--- src/gpde_defines.vh ---
/*
  Register offsets, field positions and reset values of the two-port GPIO block.
  Assumes inclusion by bare name from the design files.
*/
`ifndef GPDE_DEFINES_VH
`define GPDE_DEFINES_VH
`define GPDE_OFS_D_DATA 8'h03
`define GPDE_OFS_E_DATA 8'h08
`define GPDE_OFS_D_DIR 8'h04
`define GPDE_OFS_E_DIR 8'h09
`define GPDE_OFS_OPTION2 8'h0C
`define GPDE_OFS_CTRL 8'h0D
`define GPDE_BYTE_ADDR(i) ({i, 2'b00})
`define GPDE_OPT_D2PD 0
`define GPDE_OPT_D3PD 1
`define GPDE_OPT_D7PD 2
`define GPDE_OPT_DPPULL 3
`define GPDE_OPT_E2P 4
`define GPDE_OPT_E3P 5
`define GPDE_OPT_RESET 8'h00
`define GPDE_OPT_MASK 8'h3F
`define GPDE_CTL_USB_BLOCK_ENABLE 0
`define GPDE_CTL_KBDEN 1
`define GPDE_CTL_E3IRQ 2
`define GPDE_CTL_SPIEN 3
`define GPDE_CTL_RESET 8'h00
`define GPDE_CTL_MASK 8'h0F
`define GPDE_DIR_RESET 8'h00
`define GPDE_E_MASK 8'hFC
`endif

--- src/gpde_sync.v ---
/*
  Two-flip-flop synchroniser for a bus of pin levels.
  Assumes pins are asynchronous to hclk.
*/
`timescale 1ns/1ns
module gpde_sync #(
  parameter W = 8
) (
  input wire hclk,
  input wire hresetn,
  input wire [W-1:0] async_in,
  output reg [W-1:0] sync_out
);
  reg [W-1:0] meta_q;

  always @(posedge hclk or negedge hresetn) begin
    if (!hresetn) begin
      meta_q <= {W{1'b0}};
      sync_out <= {W{1'b0}};
    end else begin
      meta_q <= async_in;
      sync_out <= meta_q;
    end
  end
endmodule // gpde_sync

--- src/gpde_pin.v ---
/*
  One GPIO pin cell: output enable from direction, read mux latch or pin.
  Assumes the pin level is already synchronised.
*/
`timescale 1ns/1ns
module gpde_pin (
  input wire dir,
  input wire latch,
  input wire pin_sync,
  output wire oe,
  output wire rd
);
  // Output buffer on when direction is one
  assign oe = dir;
  // Read returns latch for outputs, pin level for inputs
  assign rd = dir ? latch : pin_sync;
endmodule // gpde_pin

--- src/gpde_top.v ---
/*
  Two GPIO ports (8-bit first port, 6-bit second port bits 7:2) with pin-function
  priority logic for USB, keyboard clock, external interrupt and SPI, behind an
  AHB-Lite slave. Assumes single-word AHB-Lite transfers and one clock hclk.
*/
// Added by the designer: the AHB-Lite register port.
`timescale 1ns/1ns
`include "gpde_defines.vh"
module gpde_top (
  input wire hclk,
  input wire hresetn,
  input wire hsel,
  input wire [31:0] haddr,
  input wire [1:0] htrans,
  input wire hwrite,
  input wire [2:0] hsize,
  input wire [31:0] hwdata,
  input wire hready,
  output wire hreadyout,
  output wire hresp,
  output reg [31:0] hrdata,
  input wire [7:0] d_pin_in,
  output wire [7:0] d_pin_out,
  output wire [7:0] d_pin_oe,
  output wire [7:0] d_pullup_on,
  input wire [7:0] e_pin_in,
  output wire [7:0] e_pin_out,
  output wire [7:0] e_pin_oe,
  output wire e2_weak_pullup_on,
  output wire e3_weak_pullup_on,
  output wire e2_dplus_pullup_on,
  output wire usb_block_enable,
  output wire usb_dplus_in,
  output wire usb_dminus_in,
  input wire kbd_clock_out,
  output wire kbd_clock_in,
  output wire e3_irq_in,
  input wire [7:4] spi_out,
  input wire [7:4] spi_oe,
  output wire [7:4] spi_in
);
  reg [7:0] first_port_latch_q;
  reg [7:0] first_port_direction_q;
  reg [7:0] second_port_latch_q;
  reg [7:0] second_port_direction_q;
  reg [7:0] port_option_reg_two_q;
  reg [7:0] mux_ctrl_q;
  reg wr_pend_q;
  reg [7:0] wr_idx_q;
  wire [7:0] d_sync;
  wire [7:0] e_sync;
  wire [7:0] d_rd;
  wire [7:0] e_rd;
  wire [7:0] e_gpio_oe;
  wire [7:0] rd_idx;
  wire take;
  wire kbd_clock_gen_enable;
  wire pin_e3_irq_enable;
  wire serial_if_enable;
  wire dplus_pullup_enable;
  wire pin_e2_weak_pullup_enable;
  wire pin_e3_weak_pullup_enable;
  reg [7:0] rd_mux;
  wire wr_d_data;
  wire wr_e_data;
  wire wr_d_dir;
  wire wr_e_dir;
  wire wr_opt;
  wire wr_ctl;
  wire [7:0] wr_byte;
  wire rd_take;
  wire [7:0] d_lat_view;
  wire [7:0] e_lat_view;
  wire [7:0] d_dir_view;
  wire [7:0] e_dir_view;
  wire [7:0] opt_view;
  wire [7:0] ctl_view;
  wire [7:0] d_rd_view;
  wire [7:0] e_rd_view;
  reg [2:0] e2_func;
  reg e2_pull_low;
  reg [2:0] e3_func;
  reg e3_pull_low;

  // Always ready, always OKAY
  assign hreadyout = 1'b1;
  assign hresp = 1'b0;
  assign take = hsel & hready & htrans[1];
  assign rd_idx = haddr[9:2];

  gpde_sync #(.W(8)) u_sync_d (
    .hclk(hclk),
    .hresetn(hresetn),
    .async_in(d_pin_in),
    .sync_out(d_sync)
  );

  gpde_sync #(.W(8)) u_sync_e (
    .hclk(hclk),
    .hresetn(hresetn),
    .async_in(e_pin_in),
    .sync_out(e_sync)
  );

  assign usb_block_enable = mux_ctrl_q[`GPDE_CTL_USB_BLOCK_ENABLE];
  assign kbd_clock_gen_enable = mux_ctrl_q[`GPDE_CTL_KBDEN];
  assign pin_e3_irq_enable = mux_ctrl_q[`GPDE_CTL_E3IRQ];
  assign serial_if_enable = mux_ctrl_q[`GPDE_CTL_SPIEN];
  assign dplus_pullup_enable = port_option_reg_two_q[`GPDE_OPT_DPPULL];
  assign pin_e2_weak_pullup_enable = port_option_reg_two_q[`GPDE_OPT_E2P];
  assign pin_e3_weak_pullup_enable = port_option_reg_two_q[`GPDE_OPT_E3P];

  // Bus pipeline: remember a write from its address phase to its data phase
  always @(posedge hclk or negedge hresetn) begin
    if (!hresetn) begin
      wr_pend_q <= 1'b0;
      wr_idx_q <= 8'h00;
    end else begin
      wr_pend_q <= take & hwrite;
      wr_idx_q <= rd_idx;
    end
  end

  // Write strobes in the data phase, one per register
  assign wr_d_data = wr_pend_q & (wr_idx_q == `GPDE_OFS_D_DATA);
  assign wr_e_data = wr_pend_q & (wr_idx_q == `GPDE_OFS_E_DATA);
  assign wr_d_dir = wr_pend_q & (wr_idx_q == `GPDE_OFS_D_DIR);
  assign wr_e_dir = wr_pend_q & (wr_idx_q == `GPDE_OFS_E_DIR);
  assign wr_opt = wr_pend_q & (wr_idx_q == `GPDE_OFS_OPTION2);
  assign wr_ctl = wr_pend_q & (wr_idx_q == `GPDE_OFS_CTRL);
  assign wr_byte = hwdata[7:0];

  // Latches are not reset
  always @(posedge hclk) begin
    if (wr_d_data) begin
      first_port_latch_q <= wr_byte;
    end
  end

  always @(posedge hclk) begin
    if (wr_e_data) begin
      second_port_latch_q <= wr_byte & `GPDE_E_MASK;
    end
  end

  // First-port direction, cleared to inputs
  always @(posedge hclk or negedge hresetn) begin
    if (!hresetn) begin
      first_port_direction_q <= `GPDE_DIR_RESET;
    end else if (wr_d_dir) begin
      first_port_direction_q <= wr_byte;
    end
  end

  // Second-port direction, bits 1:0 never set
  always @(posedge hclk or negedge hresetn) begin
    if (!hresetn) begin
      second_port_direction_q <= `GPDE_DIR_RESET;
    end else if (wr_e_dir) begin
      second_port_direction_q <= wr_byte & `GPDE_E_MASK;
    end
  end

  // Pullup options, first-port pullups on and second-port pullups off after reset
  always @(posedge hclk or negedge hresetn) begin
    if (!hresetn) begin
      port_option_reg_two_q <= `GPDE_OPT_RESET;
    end else if (wr_opt) begin
      port_option_reg_two_q <= wr_byte & `GPDE_OPT_MASK;
    end
  end

  // Pin-function control, all functions off after reset
  always @(posedge hclk or negedge hresetn) begin
    if (!hresetn) begin
      mux_ctrl_q <= `GPDE_CTL_RESET;
    end else if (wr_ctl) begin
      mux_ctrl_q <= wr_byte & `GPDE_CTL_MASK;
    end
  end

  // Per-pin read mux and output enables
  genvar g;
  generate
    for (g = 0; g < 8; g = g + 1) begin : g_pin
      gpde_pin u_d (
        .dir(first_port_direction_q[g]),
        .latch(first_port_latch_q[g]),
        .pin_sync(d_sync[g]),
        .oe(d_pin_oe[g]),
        .rd(d_rd[g])
      );
      gpde_pin u_e (
        .dir(second_port_direction_q[g]),
        .latch(second_port_latch_q[g]),
        .pin_sync(e_sync[g]),
        .oe(e_gpio_oe[g]),
        .rd(e_rd[g])
      );
    end
  endgenerate

  assign d_pin_out = first_port_latch_q;
  // Pullups on pins 2, 3, 7 unless disabled; other pins have none
  assign d_pullup_on[0] = 1'b0;
  assign d_pullup_on[1] = 1'b0;
  assign d_pullup_on[2] = ~port_option_reg_two_q[`GPDE_OPT_D2PD];
  assign d_pullup_on[3] = ~port_option_reg_two_q[`GPDE_OPT_D3PD];
  assign d_pullup_on[4] = 1'b0;
  assign d_pullup_on[5] = 1'b0;
  assign d_pullup_on[6] = 1'b0;
  assign d_pullup_on[7] = ~port_option_reg_two_q[`GPDE_OPT_D7PD];

  // E7..E4: SPI override, all four pins switched by one enable
  genvar s;
  generate
    for (s = 4; s < 8; s = s + 1) begin : g_spi
      assign e_pin_out[s] = serial_if_enable ? spi_out[s] : second_port_latch_q[s];
      assign e_pin_oe[s] = serial_if_enable ? spi_oe[s] : e_gpio_oe[s];
    end
  endgenerate
  assign spi_in = e_sync[7:4];

  // E2: USB > keyboard clock > GPIO, open-drain when not USB
  localparam [2:0] E2_USB = 3'b001;
  localparam [2:0] E2_KBD = 3'b010;
  localparam [2:0] E2_GPIO = 3'b100;
  always @* begin
    if (usb_block_enable) begin
      e2_func = E2_USB;
    end else if (kbd_clock_gen_enable) begin
      e2_func = E2_KBD;
    end else begin
      e2_func = E2_GPIO;
    end
  end
  // Open-drain: only ever pull the pin low
  always @* begin
    case (e2_func)
      E2_USB: e2_pull_low = 1'b0;
      E2_KBD: e2_pull_low = ~kbd_clock_out;
      E2_GPIO: e2_pull_low = e_gpio_oe[2] & ~second_port_latch_q[2];
      default: e2_pull_low = 1'b0;
    endcase
  end
  assign e_pin_out[2] = 1'b0;
  assign e_pin_oe[2] = e2_pull_low;

  // E3: USB > interrupt input > GPIO
  localparam [2:0] E3_USB = 3'b001;
  localparam [2:0] E3_IRQ = 3'b010;
  localparam [2:0] E3_GPIO = 3'b100;
  always @* begin
    if (usb_block_enable) begin
      e3_func = E3_USB;
    end else if (pin_e3_irq_enable) begin
      e3_func = E3_IRQ;
    end else begin
      e3_func = E3_GPIO;
    end
  end
  // Interrupt input ignores the direction bit
  always @* begin
    case (e3_func)
      E3_USB: e3_pull_low = 1'b0;
      E3_IRQ: e3_pull_low = 1'b0;
      E3_GPIO: e3_pull_low = e_gpio_oe[3] & ~second_port_latch_q[3];
      default: e3_pull_low = 1'b0;
    endcase
  end
  assign e_pin_out[3] = 1'b0;
  assign e_pin_oe[3] = e3_pull_low;
  assign e_pin_out[1:0] = 2'b00;
  assign e_pin_oe[1:0] = 2'b00;

  assign e2_dplus_pullup_on = dplus_pullup_enable;
  assign e2_weak_pullup_on = ~usb_block_enable & pin_e2_weak_pullup_enable &
    ~dplus_pullup_enable;
  assign e3_weak_pullup_on = ~usb_block_enable & pin_e3_weak_pullup_enable;

  assign usb_dplus_in = usb_block_enable & e_sync[2];
  assign usb_dminus_in = usb_block_enable & e_sync[3];
  assign kbd_clock_in = e_sync[2];
  assign e3_irq_in = ~usb_block_enable & pin_e3_irq_enable & e_sync[3];

  // Bypass a write still in its data phase, so a read right behind it sees the new value
  assign d_lat_view = wr_d_data ? wr_byte : first_port_latch_q;
  assign e_lat_view = wr_e_data ? (wr_byte & `GPDE_E_MASK) : second_port_latch_q;
  assign d_dir_view = wr_d_dir ? wr_byte : first_port_direction_q;
  assign e_dir_view = wr_e_dir ? (wr_byte & `GPDE_E_MASK) : second_port_direction_q;
  assign opt_view = wr_opt ? (wr_byte & `GPDE_OPT_MASK) : port_option_reg_two_q;
  assign ctl_view = wr_ctl ? (wr_byte & `GPDE_CTL_MASK) : mux_ctrl_q;
  assign d_rd_view = (wr_d_data | wr_d_dir) ?
    ((d_dir_view & d_lat_view) | (~d_dir_view & d_sync)) : d_rd;
  assign e_rd_view = (wr_e_data | wr_e_dir) ?
    ((e_dir_view & e_lat_view) | (~e_dir_view & e_sync)) : e_rd;
  assign rd_take = take & ~hwrite;

  always @* begin
    case (rd_idx)
      `GPDE_OFS_D_DATA: rd_mux = d_rd_view;
      `GPDE_OFS_E_DATA: rd_mux = e_rd_view & `GPDE_E_MASK;
      `GPDE_OFS_D_DIR: rd_mux = d_dir_view;
      `GPDE_OFS_E_DIR: rd_mux = e_dir_view;
      `GPDE_OFS_OPTION2: rd_mux = opt_view;
      `GPDE_OFS_CTRL: rd_mux = ctl_view;
      default: rd_mux = 8'h00;
    endcase
  end

  // Read data registered for the data phase
  always @(posedge hclk or negedge hresetn) begin
    if (!hresetn) begin
      hrdata <= 32'h00000000;
    end else if (rd_take) begin
      hrdata <= {24'h000000, rd_mux};
    end
  end
endmodule // gpde_top

--- config.mk ---
export PLATFORM = sky130hd
export DESIGN_NAME = gpde_top
export DESIGN_NICKNAME = d
export VERILOG_FILES = /design/src/gpde_sync.v /design/src/gpde_pin.v /design/src/gpde_top.v
export VERILOG_INCLUDE_DIRS = /design/src /design/src/src
export SDC_FILE = /design/constraint.sdc
export NUM_CORES = 1
export LEC_CHECK = 0
export ABC_CLOCK_PERIOD_IN_PS = 2400
export BUFFER_PORTS_ARGS = -buffer_cell sky130_fd_sc_hd__buf_2
export CORE_MARGIN = 2
export CORE_UTILIZATION = 25
export CTS_CLUSTER_DIAMETER = 40
export DETAILED_ROUTE_END_ITERATION = 7
export GPL_ROUTABILITY_DRIVEN = 0
export PLACE_DENSITY = 0.44
export SYNTH_ARGS = -nofsm -noshare
export SYNTH_HDL_FRONTEND = slang
export SYNTH_SLANG_ARGS = --single-unit
--- constraint.sdc ---
create_clock -name hclk -period 2.4 [get_ports hclk]
set_clock_uncertainty 0.2 [all_clocks]
set_input_delay 0.48 -clock hclk [delete_from_list [all_inputs] [get_ports hclk]]
set_output_delay 0.48 -clock hclk [all_outputs]
set_load 0.03 [all_outputs]
**After elaboration in Yosys (flattened, before gate mapping)**

Cells that the tools add are included.

- Register bits after elaboration: 97
- Input port bits: 99
- Output and inout port bits: 86
- Word-level logic and storage cells: 105

- Eq/ne operators: 15
- Mux-type cells: 39
- Bitwise logic cells: 38

Operator list:

| operator | number |
|---|---|
| 8-bit by 4-bit == test with 1-bit output (second input constant) | 8 |
| 8-bit 2-to-1 mux | 8 |
| 8-bit case mux with 6 select lines | 1 |
| 8-bit bitwise AND | 4 |
| 1-bit 2-to-1 mux | 25 |
| 1-bit bitwise AND | 19 |
| 8-bit by 2-bit == test with 1-bit output (second input constant) | 2 |
| 8-bit by 3-bit == test with 1-bit output (second input constant) | 2 |
| 8-bit inverter | 2 |
| 8-bit OR | 2 |
| 3-bit 2-to-1 mux | 4 |
| 1-bit inverter | 9 |
| 3-bit == test (second input constant) | 2 |
| 3-bit by 2-bit == test with 1-bit output (second input constant) | 1 |
| 1-bit OR | 2 |
| 1-bit case mux with 2 select lines | 1 |

**Longest topological paths before layout**

Gate-level depths: netlist of the first run.

- Depth in word-level cells: 8
- Mapped depth: 9
- Gate-level depth less buffers: 6

**By module**

Synthesis of the first run repeated with hierarchy kept, for this count alone.

- Cells, all modules: 454
- Area, all modules: 4893.4 µm²

By module, submodules not included:

| module | times used | cells an instance | area each (µm²) | sequential area each (µm²) |
|---|---|---|---|---|
| gpde_top | 1 | 394 | 3777.4 | 1506.4 |
| gpde_sync | 2 | 16 | 400.4 | 400.4 |
| gpde_pin | 14 | 2 | 22.5 | 0.0 |

**Worst setup path before layout of the first run**

No wires, ideal clock.

- Path kind: register to register
- Start: reg wr_idx_q[5]
- End: reg hrdata[5]
- Setup time: 0.126 ns
- Data arrival time: 2.252 ns
- Required time: 2.074 ns
- Setup slack: -0.178 ns
- Stages on the path, launching flop included: 8
- Buffers on the path: 1
- Clock period less this slack: 2.578 ns
- Cells stage by stage: dfrtp_1 nor4_4 buf_6 nand3_2 mux2_1 mux2i_1 or4_1 a221o_1

- Longest elaborated chain between the ends: 8
- Elaborated cells between the ends (all ways): 31
- Classes of those cells: eq/ne (6); mux (9); bitwise (16)

RTL lines:

| what | line | RTL |
|---|---|---|
| start: declaration | gpde_top.v:49 | `reg [7:0] wr_idx_q;` |
| start signal: assignment | gpde_top.v:120 | `wr_idx_q <= rd_idx;` |
| 8-bit by 3-bit == test with 1-bit output (no source line) * | -- |  |
| 1-bit bitwise AND * | gpde_top.v:127 | `` assign wr_d_dir = wr_pend_q & (wr_idx_q == `GPDE_OFS_D_DIR); `` |
| 8-bit 2-to-1 mux * | gpde_top.v:289 | `assign d_dir_view = wr_d_dir ? wr_byte : first_port_direction_q;` |
| named net d_dir_view[5] | gpde_top.v:74 | `wire [7:0] d_dir_view;` |
| 8-bit inverter | gpde_top.v:294 | `((d_dir_view & d_lat_view) \| (~d_dir_view & d_sync)) : d_rd;` |
| 8-bit bitwise AND | gpde_top.v:294 |  |
| 8-bit OR | gpde_top.v:294 |  |
| 8-bit 2-to-1 mux | gpde_top.v:293 | `assign d_rd_view = (wr_d_data \| wr_d_dir) ?` |
| 8-bit case mux with 6 select lines * | gpde_top.v:300 | `case (rd_idx)` |
| end signal: assignment | gpde_top.v:316 | `hrdata <= {24'h000000, rd_mux};` |
| end: declaration | gpde_top.v:21 | `output reg [31:0] hrdata,` |

Mark *: on every way through the listed nets, which the timed path passes. The rest lies on a longest branch.
A chain may end at the register's enable or synchronous reset.

**Final worst setup path of the first run**

Same ends and word-level chain as after synthesis.

==> results of run 1 <==
-- worst reg2reg max path, cell delays in order (launching register included) --
cell,delay (ps)
dfrtp_1,390
nor4_4,300
buf_4,180
nand3_4,80
mux2_4,330
mux2i_2,160
or4_1,540
a221o_1,300
-- flip-flops by register name (all words and copies together), names as in the netlist --
| register | flops |
|---|---|
| port_option_reg_two_q | 8 |
| u_sync_e.sync_out | 6 |
| mux_ctrl_q | 8 |
| wr_pend_q | 1 |
| second_port_latch_q | 6 |
| wr_idx_q | 8 |
| u_sync_e.meta_q | 6 |
| d_pin_out | 8 |
| hrdata | 8 |
| u_sync_d.sync_out | 8 |
| second_port_direction_q | 8 |
| first_port_direction_q | 8 |
| u_sync_d.meta_q | 8 |
-- power groups by stage --
stage	Clock (uW)	Sequential, uW	Combinational (uW)
6_report	1460	1620	387
5_1_grt	1570	1630	422
4_1_cts	1500	1630	391
3_5_place_dp	0	1660	385
3_3_place_gp	0	1650	380
2_1_floorplan	0	1640	298
-- layer usage --
layer	GRT usage, %	up-vias	routed length [microns]
met5	0	-	0
met1	18.3	1796	6030
li1	-	1726	-
met3	3.02	22	762
met4	6.11	0	380
met2	23.3	135	6390
-- what timing repair did --
action,4_1_cts,5_1_grt
buffers inserted,3,2
pin swaps,7,5
hold buffers,1,0
gates resized for setup,13,12
endpoints found under the setup margin,8,13
hold endpoints to repair,28,0
-- metrics by stage --
| step | hold WS [ps] | util, % | area (sq um) | power [uW] | std cells |
|---|---|---|---|---|---|
| global placement | 131 | 30.3 | 5490 | 2030 | 783 |
| global route | 15.8 | 32.7 | 5930 | 3620 | 804 |
| finish | 26.3 | 32.7 | 5930 | 3470 | 804 |
| CTS | 16.1 | 32.4 | 5870 | 3520 | 803 |
| detailed placement | 136 | 30.3 | 5490 | 2040 | 783 |
| floorplan | -15.6 | - | 4810 | 1940 | 480 |
-- synth_stat cells (5+ instances only) --
cell type  instances  share of area [%]
nor2_1            19                1.5
nand3_1            7               0.75
a31oi_1            7               0.94
dfxtp_1           14                6.0
dfrtp_1           77                 41
buf_4             59                9.5
and2_1            10                1.3
o211ai_1           5               0.80
and3_1             6               0.80
mux2_2            30                7.2
nor2b_1           12                1.6
nor3_1             5               0.54
a21oi_1           19                2.0
nand2_1           45                3.6
mux2i_1           14                3.0
clkbuf_1          10               0.80
inv_1             13                1.0
o21ai_0           11                1.2
-- cell type report --
type	instances	area [sq um]
flip-flops and latches	91	2210
repair buffers	156	980
fillers	1894	12200
multi-input cells	299	2100
well taps	229	287
clock inverters	7	77.6
inverters	13	48.8
clock buffers	9	225
-- cell families (layout without fill, tap and decap cells) --
kind of cell	Yosys count	after routing	share of synthesized area, %
buf+inv	90	185	12.7
flops	91	91	47.3
other cells	2	37	0.161
simple gates	139	139	17.3
compound gates	75	75	11.2
mux	48	48	11.4
-- final timing paths --
check | cells past startpoint | slack (ps) | end
hold / removal | 1 | 30 | u_sync_d.meta_q[6]
hold reg to reg | 0 | 150 | u_sync_d.sync_out[4]
max in group asynchronous | 3 | 990 | first_port_direction_q[0]
min in group asynchronous | 2 | 400 | u_sync_e.meta_q[6]
setup reg to reg | 7 | -190 | hrdata[5]
setup / recovery | 7 | -190 | hrdata[5]
==> flow_metrics.py, run 1 <==
metrics = {
    "power_and_ir_drop": {
        "p_switching_uw": 946,
        "p_int_uw": 2520,
        "peakVddDrop_mv": 0.323,
        "switching_share_pct": 27.3,
        "p_per_area_nw_per_um2": 585,
        "power_leakage_uw": 0.00288,
        "pwr-share-comb_pct": 11.2,
        "clockPowerShare_pct": 42.0,
        "p_seq_share_pct": 46.8,
    },
    "yosys": {
        "yosys_warnings": 0,
        "synth_edf_count": 0,
        "synth_cell_type_count": 63,
        "synth-async-reset-ratio_pct": 84.6,
        "synth-seq-cells": 91,
        "syn-cell-area_sq_um": 4670,
        "synthFlopType": "dfrtp_1",
        "ys_seq_area_share_pct": 47.3,
        "syn_inst": 445,
        "post_synth.cell_area_avg_sq_um": 10.5,
    },
    "critical_path": {
        "end_kind": "flip-flop",
        "cp_num_buf_inv": 1,
        "setup.worst_path.class": "flip-flop to flip-flop",
        "critPathLaunch": "wr_idx_q[5]",
        "path_cells": "nor4_4, buf_4, nand3_4, mux2_4, mux2i_2, or4_1, a221o_1",
        "cp_top_family": "simple AND/OR/NAND/NOR gates",
        "crit_path_max_incr_delay_ps": 540,
        "reg2reg_from": "wr_idx_q[5]",
        "crit_path_max_fanout": 3,
        "worstPathArrival_ps": 2630,
        "cp-start-kind": "flip-flop",
        "cpMaxStageDelayCell": "or4_1",
        "required_ps": 2440,
    },
    "layout": {
        "drive_gt1_share_pct": 39.7,
        "final_common_cell": "buf_2",
        "nets": 669,
        "area_growth_pct": 26.9,
        "mostFrequentLayoutCells": "buf_2, dfrtp_1, buf_4, nand2_1, conb_1",
        "num_antenna_cells": 0,
    },
    "clock_network": {
        "clkTransAtPathRegs_ps": 70,
        "cts_sinks": 91,
        "clock_latency_ps": 350,
        "cts_tree": "yes",
        "htreeDepth": 3,
        "clk_path_buf_depth": 2,
        "cts_buffers": 9,
        "cts-root-buf": "clkbuf_16",
    },
    "route": {
        "final_antenna_net_count": 0,
        "wl_per_cell_microns": 16.9,
        "drc": 0,
        "wirelength_microns": 13600,
        "vias": 3679,
        "first_iter_violations": 154,
        "routed_via_density": 4.58,
        "drtPass1Iterations": 4,
    },
    "global_routing": {
        "grt.overflow.total": 0,
        "grt_pass1_vias": 3793,
        "grt_pass1_wl_microns": 21400,
        "antenna_found_initial": 0,
        "grt_usage_pct": 14.3,
        "grt_max_degree": 50,
    },
    "run_status": {
        "violations": "setup timing",
        "status": "complete, but fails checks",
    },
    "placed_design": {
        "io_buffer_count": 93,
        "place_ws_ps": -233,
        "hpwl_microns": 10600,
    },
    "floorplanning": {
        "design.core.area_sq_um": 18100,
        "row_count": 49,
        "design.portCount": 185,
        "start_util_pct": 25.7,
        "die_h_microns": 141,
        "dieWidth_microns": 141,
        "die_area_sq_um": 19800,
    },
    "sta": {
        "fin_tns_setup_ps": -598,
        "slew_violations": 0,
        "rsz0062_at_grt": "true",
        "hold_violations": 0,
        "period_needed_ps": 2590,
        "min_period_over_period_pct": 108,
        "setup_viol": 7,
        "timing.fmax_mhz": 386,
        "fin_ws_ps": -189,
    },
    "worst_hold_path": {
        "hp-start": "d_pin_in[6]",
        "min_path_type": "input pin to flip-flop",
    },
    "run": {
        "maxCapViolations": 0,
    },
}
(Power assumes the default switching activity.)
==> run 2, diff against run 1 <==
--- a/config.mk
+++ b/config.mk
@@ -6,14 +6,14 @@
 export SDC_FILE = /design/constraint.sdc
 export NUM_CORES = 1
 export LEC_CHECK = 0
-export ABC_CLOCK_PERIOD_IN_PS = 2400
-export BUFFER_PORTS_ARGS = -buffer_cell sky130_fd_sc_hd__buf_2
+export ABC_CLOCK_PERIOD_IN_PS = 2600
+export BUFFER_PORTS_ARGS = -buffer_cell sky130_fd_sc_hd__clkbuf_2
 export CORE_MARGIN = 2
 export CORE_UTILIZATION = 25
 export CTS_CLUSTER_DIAMETER = 40
 export DETAILED_ROUTE_END_ITERATION = 7
-export GPL_ROUTABILITY_DRIVEN = 0
-export PLACE_DENSITY = 0.44
+export GPL_ROUTABILITY_DRIVEN = 1
+export PLACE_DENSITY = 0.43
 export SYNTH_ARGS = -nofsm -noshare
 export SYNTH_HDL_FRONTEND = slang
 export SYNTH_SLANG_ARGS = --single-unit
==> constraint.sdc (replaced) <==
create_clock -name hclk -period 2.6 [get_ports hclk]
set_clock_uncertainty 0.2 [all_clocks]
set_input_delay 0.52 -clock hclk [delete_from_list [all_inputs] [get_ports hclk]]
set_output_delay 0.52 -clock hclk [all_outputs]
set_load 0.03 [all_outputs]
==> run 2 against run 1 <==
The run still ends with setup timing left. Non-clock buffer count is 16 lower. Total power is 11% lower. Critical path depth stayed put. Largest cell class unchanged. Die area stayed put. Highest routed layer unchanged. Cell count is 2.0% lower. Wire length is 1.7% lower. Cell area is 3.0% lower. Critical path type unchanged. Worst setup slack better by 150 ps. Register-to-register slack better by 150 ps.
==> flow_metrics.py, run 2 (synthesis gave the netlist of run 1 again) <==
metrics = {
    "sta": {
        "slew_violations": 0,
        "timing.fmax_mhz": 379,
        "period_needed_ps": 2640,
        "min_period_over_period_pct": 101,
        "worstMarginPinSlew_ps": 562,
        "rsz0062_at_grt": "true",
        "setup_viol": 1,
        "hold_violations": 0,
        "fin_ws_ps": -35.2,
        "maxSlewHeadroom_pct": 62.5,
    },
    "layout": {
        "num_antenna_cells": 0,
        "drive_gt1_share_pct": 35.8,
        "nets": 653,
        "fin_area_sq_um": 5750,
        "multiInputGateArea_sq_um": 2040,
        "num-fill-cells": 1894,
        "final_common_cell": "clkbuf_2",
        "ff_latch_area_sq_um": 2210,
        "final_cells": 788,
        "mostFrequentLayoutCells": "clkbuf_2, dfrtp_1, nand2_1, buf_4, conb_1",
        "area_growth_pct": 23.1,
    },
    "floorplanning": {
        "die_area_sq_um": 19800,
        "row_count": 49,
        "dieWidth_microns": 141,
        "start_util_pct": 25.7,
        "die_h_microns": 141,
        "design.portCount": 185,
        "design.core.area_sq_um": 18100,
    },
    "global_routing": {
        "use_met2_pct": 22.7,
        "grt_pass1_vias": 3666,
        "busiest_layer": "met2",
        "antenna_found_initial": 0,
        "met3_usage_pct": 2.31,
        "grt.overflow.total": 0,
        "grt_usage_pct": 14.0,
        "grt_max_degree": 42,
        "grt_pass1_wl_microns": 21100,
        "gr-usage-met1_pct": 18.6,
    },
    "critical_path": {
        "required_ps": 2630,
        "path_cells": "nor4_4, and4_1, buf_6, mux2_4, nor2b_1, or4_1, a221o_1",
        "cp-start-kind": "flip-flop",
        "crit_path_max_fanout": 4,
        "cpMaxStageDelayCell": "or4_1",
        "reg2reg_from": "wr_idx_q[5]",
        "worstPathArrival_ps": 2670,
        "end_kind": "flip-flop",
        "setup.worst_path.class": "flip-flop to flip-flop",
        "crit_path_max_incr_delay_ps": 410,
        "critPathLaunch": "wr_idx_q[5]",
    },
    "route": {
        "drtPass1Iterations": 4,
        "first_iter_violations": 201,
        "final_antenna_net_count": 0,
        "routed_via_density": 4.52,
        "wirelength_microns": 13300,
        "vias": 3561,
        "drc": 0,
        "wl_per_cell_microns": 16.9,
    },
    "run": {
        "maxCapViolations": 0,
    },
    "power_and_ir_drop": {
        "p_per_area_nw_per_um2": 540,
        "power_leakage_uw": 0.00277,
        "switching_share_pct": 28.2,
        "p_seq_share_pct": 48.4,
        "p_int_uw": 2230,
        "p_switching_uw": 876,
        "pwr-share-comb_pct": 11.0,
        "peakVddDrop_mv": 0.244,
        "clockPowerShare_pct": 40.6,
    },
    "clock_network": {
        "cts_buffers": 9,
        "cts_tree": "yes",
        "clock_latency_ps": 350,
        "clk_path_buf_depth": 2,
        "cts_sinks": 91,
        "htreeDepth": 3,
        "cts-root-buf": "clkbuf_16",
        "clkTransAtPathRegs_ps": 70,
    },
    "placed_design": {
        "io_buffer_count": 93,
        "placed_cells": 765,
        "hpwl_microns": 10400,
        "gp_congestion": 0.827,
        "dpl-instance-area_sq_um": 5320,
    },
    "run_status": {
        "status": "complete, but fails checks",
        "violations": "setup timing",
    },
    "worst_hold_path": {
        "min_path_type": "input pin to flip-flop",
        "hp-start": "d_pin_in[6]",
    },
}
## run 2: per-layer routing
layer / wire length (microns) / vias up / part of all wire, %
li1: - / 1700 / -
met1: 6080 / 1694 / 46
met2: 6200 / 148 / 46
met3: 765 / 19 / 5.7
met4: 293 / 0 / 2.2
met5: 0 / - / 0
## run 2: cell type report
cell class	count	area share, %
clock buffer	9	3.92
clock inverter	7	1.05
inverter	13	0.849
multi-input combinational	299	35.4
sequential	91	38.4
tap	229	4.99
timing repair buffer	140	15.4
## run 2: worst max-delay path: cells and delay by family (launching register included)
| family | cells | cell delay [ps] |
|---|---|---|
| simple gates | 4 | 1160 |
| flops | 1 | 390 |
| compound gates | 1 | 320 |
| mux | 1 | 300 |
| buf+inv | 1 | 140 |
## run 2: path summary, 6_finish.rpt
path                                              endpoint  cells after the start  slack, ps
worst max-delay path                             hrdata[5]                      7        -40
worst min-delay path                    u_sync_d.meta_q[6]                      1         70
worst max register to register                   hrdata[5]                      7        -40
worst min register to register        u_sync_e.sync_out[4]                      0        140
max in group asynchronous       second_port_direction_q[2]                      3       1160
min in group asynchronous         port_option_reg_two_q[5]                      2        500
## run 2: through the flow
| step | worst slack, ps | total power [uW] | hold slack (ps) | TNS [ps] | util (%) |
|---|---|---|---|---|---|
| global placement | -96.4 | 1870 | 132 | -204 | 29.3 |
| detailed placement | -108 | 1870 | 135 | -328 | 29.3 |
| floorplan | 22.2 | 1790 | 24.4 | 0 | - |
| CTS | -80.2 | 3150 | 52.7 | -80.2 | 31.2 |
| finish | -35.2 | 3100 | 66.9 | -35.2 | 31.7 |
| global route | -166 | 3250 | 56.2 | -615 | 31.7 |
## run 2: power by group through the flow
stage	Combinational [uW]	Clock, uW	Sequential [uW]
floorplan	274	0	1520
global placement	340	0	1530
detailed placement	343	0	1530
CTS	346	1310	1500
global route	372	1370	1510
finish	341	1260	1500
## run 2: repair_timing
| action | CTS | global route |
|---|---|---|
| pin swaps | 6 | 9 |
| gates resized for setup | 6 | 10 |
| hold buffers | 1 | 0 |
| endpoints found under the setup margin | 4 | 8 |
| buffers inserted | 3 | 5 |
| endpoints found under the hold margin | 38 | 0 |
==> run 3, diff against run 2 <==
--- a/config.mk
+++ b/config.mk
@@ -6,7 +6,8 @@
 export SDC_FILE = /design/constraint.sdc
 export NUM_CORES = 1
 export LEC_CHECK = 0
-export ABC_CLOCK_PERIOD_IN_PS = 2600
+export ABC_AREA = 1
+export ABC_CLOCK_PERIOD_IN_PS = 2450
 export BUFFER_PORTS_ARGS = -buffer_cell sky130_fd_sc_hd__clkbuf_2
 export CORE_MARGIN = 2
 export CORE_UTILIZATION = 25
==> constraint.sdc (replaced) <==
create_clock -name hclk -period 2.45 [get_ports hclk]
set_clock_uncertainty 0.2 [all_clocks]
set_input_delay 0.49 -clock hclk [delete_from_list [all_inputs] [get_ports hclk]]
set_output_delay 0.49 -clock hclk [all_outputs]
set_load 0.03 [all_outputs]
==> run 3 against run 2 <==
The flow now finishes without violations. Via count is 7.2% higher. Flip-flop and latch count stayed put. Worst hold slack worse by 31 ps. Total power is 5.8% higher.
==> flow_metrics.py, run 3 <==
metrics = {
    "layout": {
        "final_common_cell": "nand2_1",
        "nets": 772,
        "mostFrequentLayoutCells": "nand2_1, nand3_1, clkbuf_2, inv_1, dfrtp_1",
        "num_antenna_cells": 0,
        "drive_gt1_share_pct": 25.4,
        "area_growth_pct": 16.5,
    },
    "worst_hold_path": {
        "min_path_type": "input pin to flip-flop",
    },
    "critical_path": {
        "cpMaxStageDelayCell": "dfrtp_1",
        "rrSetupSlack_ps": 270,
        "required_ps": 1760,
        "cp-start-kind": "flip-flop",
        "setup.worst_path.class": "flip-flop to output port",
        "worstPathArrival_ps": 1500,
        "crit_path_max_fanout": 9,
        "end_kind": "output port",
        "path_cells": "nor3_1, clkbuf_2",
        "crit_path_max_incr_delay_ps": 530,
    },
    "sta": {
        "rsz0062_at_grt": "false",
        "hold_violations": 0,
        "min_period_over_period_pct": 89.5,
        "slew_violations": 0,
        "setup_viol": 0,
        "period_needed_ps": 2190,
        "fin_ws_ps": 256,
        "timing.fmax_mhz": 456,
        "worstMarginPinSlew_ps": 510,
        "maxSlewHeadroom_pct": 66.0,
        "fin_tns_setup_ps": 0,
        "fin_hold_ws_ps": 36.3,
    },
    "global_routing": {
        "grt_pass1_vias": 3824,
        "antenna_found_initial": 0,
        "grt_max_degree": 32,
        "grt_pass1_wl_microns": 21200,
        "grt_usage_pct": 13.9,
        "grt.overflow.total": 0,
    },
    "yosys": {
        "post_synth.cell_area_avg_sq_um": 8.09,
        "ys_top_cells_by_area": "dfrtp_1, nand2_1, nand3_1",
        "synth-async-reset-ratio_pct": 84.6,
        "synth_top_area_share_pct": 40.5,
        "yosys.area.top_type": "dfrtp_1",
        "syn_inst": 589,
        "synth_cell_type_count": 34,
        "synth-seq-cells": 91,
        "syn-cell-area_sq_um": 4760,
        "yosysMostFrequentCell": "nand2_1",
        "ys_seq_area_share_pct": 46.3,
        "synth_common_cells": "nand2_1, nand3_1, inv_1",
        "synth_edf_count": 0,
        "synthFlopType": "dfrtp_1",
        "yosys_warnings": 0,
    },
    "floorplanning": {
        "start_util_pct": 25.5,
        "row_count": 50,
        "design.core.area_sq_um": 18700,
        "design.portCount": 185,
        "die_area_sq_um": 20200,
        "dieWidth_microns": 142,
        "die_h_microns": 142,
    },
    "route": {
        "drtPass1Iterations": 4,
        "vias": 3819,
        "final_antenna_net_count": 0,
        "first_iter_violations": 231,
        "wirelength_microns": 13300,
        "routed_via_density": 4.19,
        "drc": 0,
        "wl_per_cell_microns": 14.6,
    },
    "clock_network": {
        "clk_path_buf_depth": 2,
        "clkTransAtPathRegs_ps": 70,
        "clock_latency_ps": 350,
        "cts_sinks": 91,
        "cts_tree": "yes",
        "cts-root-buf": "clkbuf_16",
        "cts_buffers": 9,
        "htreeDepth": 3,
        "cts_resized": 0,
    },
    "run_status": {
        "status": "completed",
    },
    "power_and_ir_drop": {
        "p_int_uw": 2400,
        "p_switching_uw": 878,
        "switching_share_pct": 26.7,
        "pwr-share-comb_pct": 8.9,
        "clockPowerShare_pct": 43.4,
        "peakVddDrop_mv": 0.319,
        "power_leakage_uw": 0.00304,
        "p_per_area_nw_per_um2": 591,
        "p_seq_share_pct": 47.7,
    },
    "run": {
        "maxCapViolations": 0,
    },
    "placed_design": {
        "gp_congestion": 0.848,
        "place_ws_ps": 298,
        "io_buffer_count": 93,
        "hpwl_microns": 10400,
    },
}
[run 3: timing repair]
action / 4_1_cts / 5_1_grt
setup endpoints to repair: 0 / 0
endpoints found under the hold margin: 24 / 0
setup buffers: 0 / 0
hold buffers: 1 / 0
[run 3: layer usage]
metal	up-vias	track usage, %	share of wire [%]	wire length (microns)
met4	0	4.74	1.5	201
met1	1761	19.1	48	6400
met3	12	2.56	5.2	686
met5	-	0	0	0
met2	130	22.0	45	6020
li1	1916	-	-	-
[run 3: worst paths after layout]
path                                             endpoint                from  cells past startpoint
worst min register to register       u_sync_d.sync_out[0]  u_sync_d.meta_q[0]                      0
worst max register to register                  hrdata[0]           wr_pend_q                     11
min in group asynchronous                       hrdata[4]             hresetn                      2
worst max-delay path                    e2_weak_pullup_on       mux_ctrl_q[0]                      2
worst min-delay path                   u_sync_e.meta_q[5]         e_pin_in[5]                      1
max in group asynchronous       first_port_direction_q[0]             hresetn                      3
[run 3: area by class of cell]
class | count | area [sq um]
Sequential cell | 91 | 2210
Inverter | 83 | 312
Multi-Input combinational cell | 383 | 1870
Timing Repair Buffer | 105 | 573
Fill cell | 1999 | 13200
Clock buffer | 9 | 225
Clock inverter | 7 | 73.8
Tap cell | 234 | 293
[run 3: power by group through the flow]
stage,sequential [uW],clock (uW),combinational (uW)
3_5_place_dp,1590,0,294
5_1_grt,1570,1550,325
6_report,1560,1420,293
4_1_cts,1570,1470,297
2_1_floorplan,1590,0,233
3_3_place_gp,1590,0,292
[run 3: per-stage QoR]
step,utilization (%),cell area (sq um),instances,total power (uW)
detailed placement,28.0,5240,895,1890
floorplan,-,4890,624,1820
global placement,28.0,5240,895,1890
CTS,29.7,5550,912,3330
global route,29.7,5550,912,3440
finish,29.7,5550,912,3280
[run 3: worst max-delay path: cells and delay by family (launching register included)]
kind                   cells  cell delay, ps
flip-flops                 1             530
buffers and inverters      1             270
AND/OR/NAND/NOR            1             350
[run 3: cell families after synthesis]
family | count (synthesis) | synth area share [%]
other cells | 2 | 0.158
simple gates | 328 | 34.0
compound gates | 18 | 2.31
buf+inv | 150 | 17.2
flops | 91 | 46.3
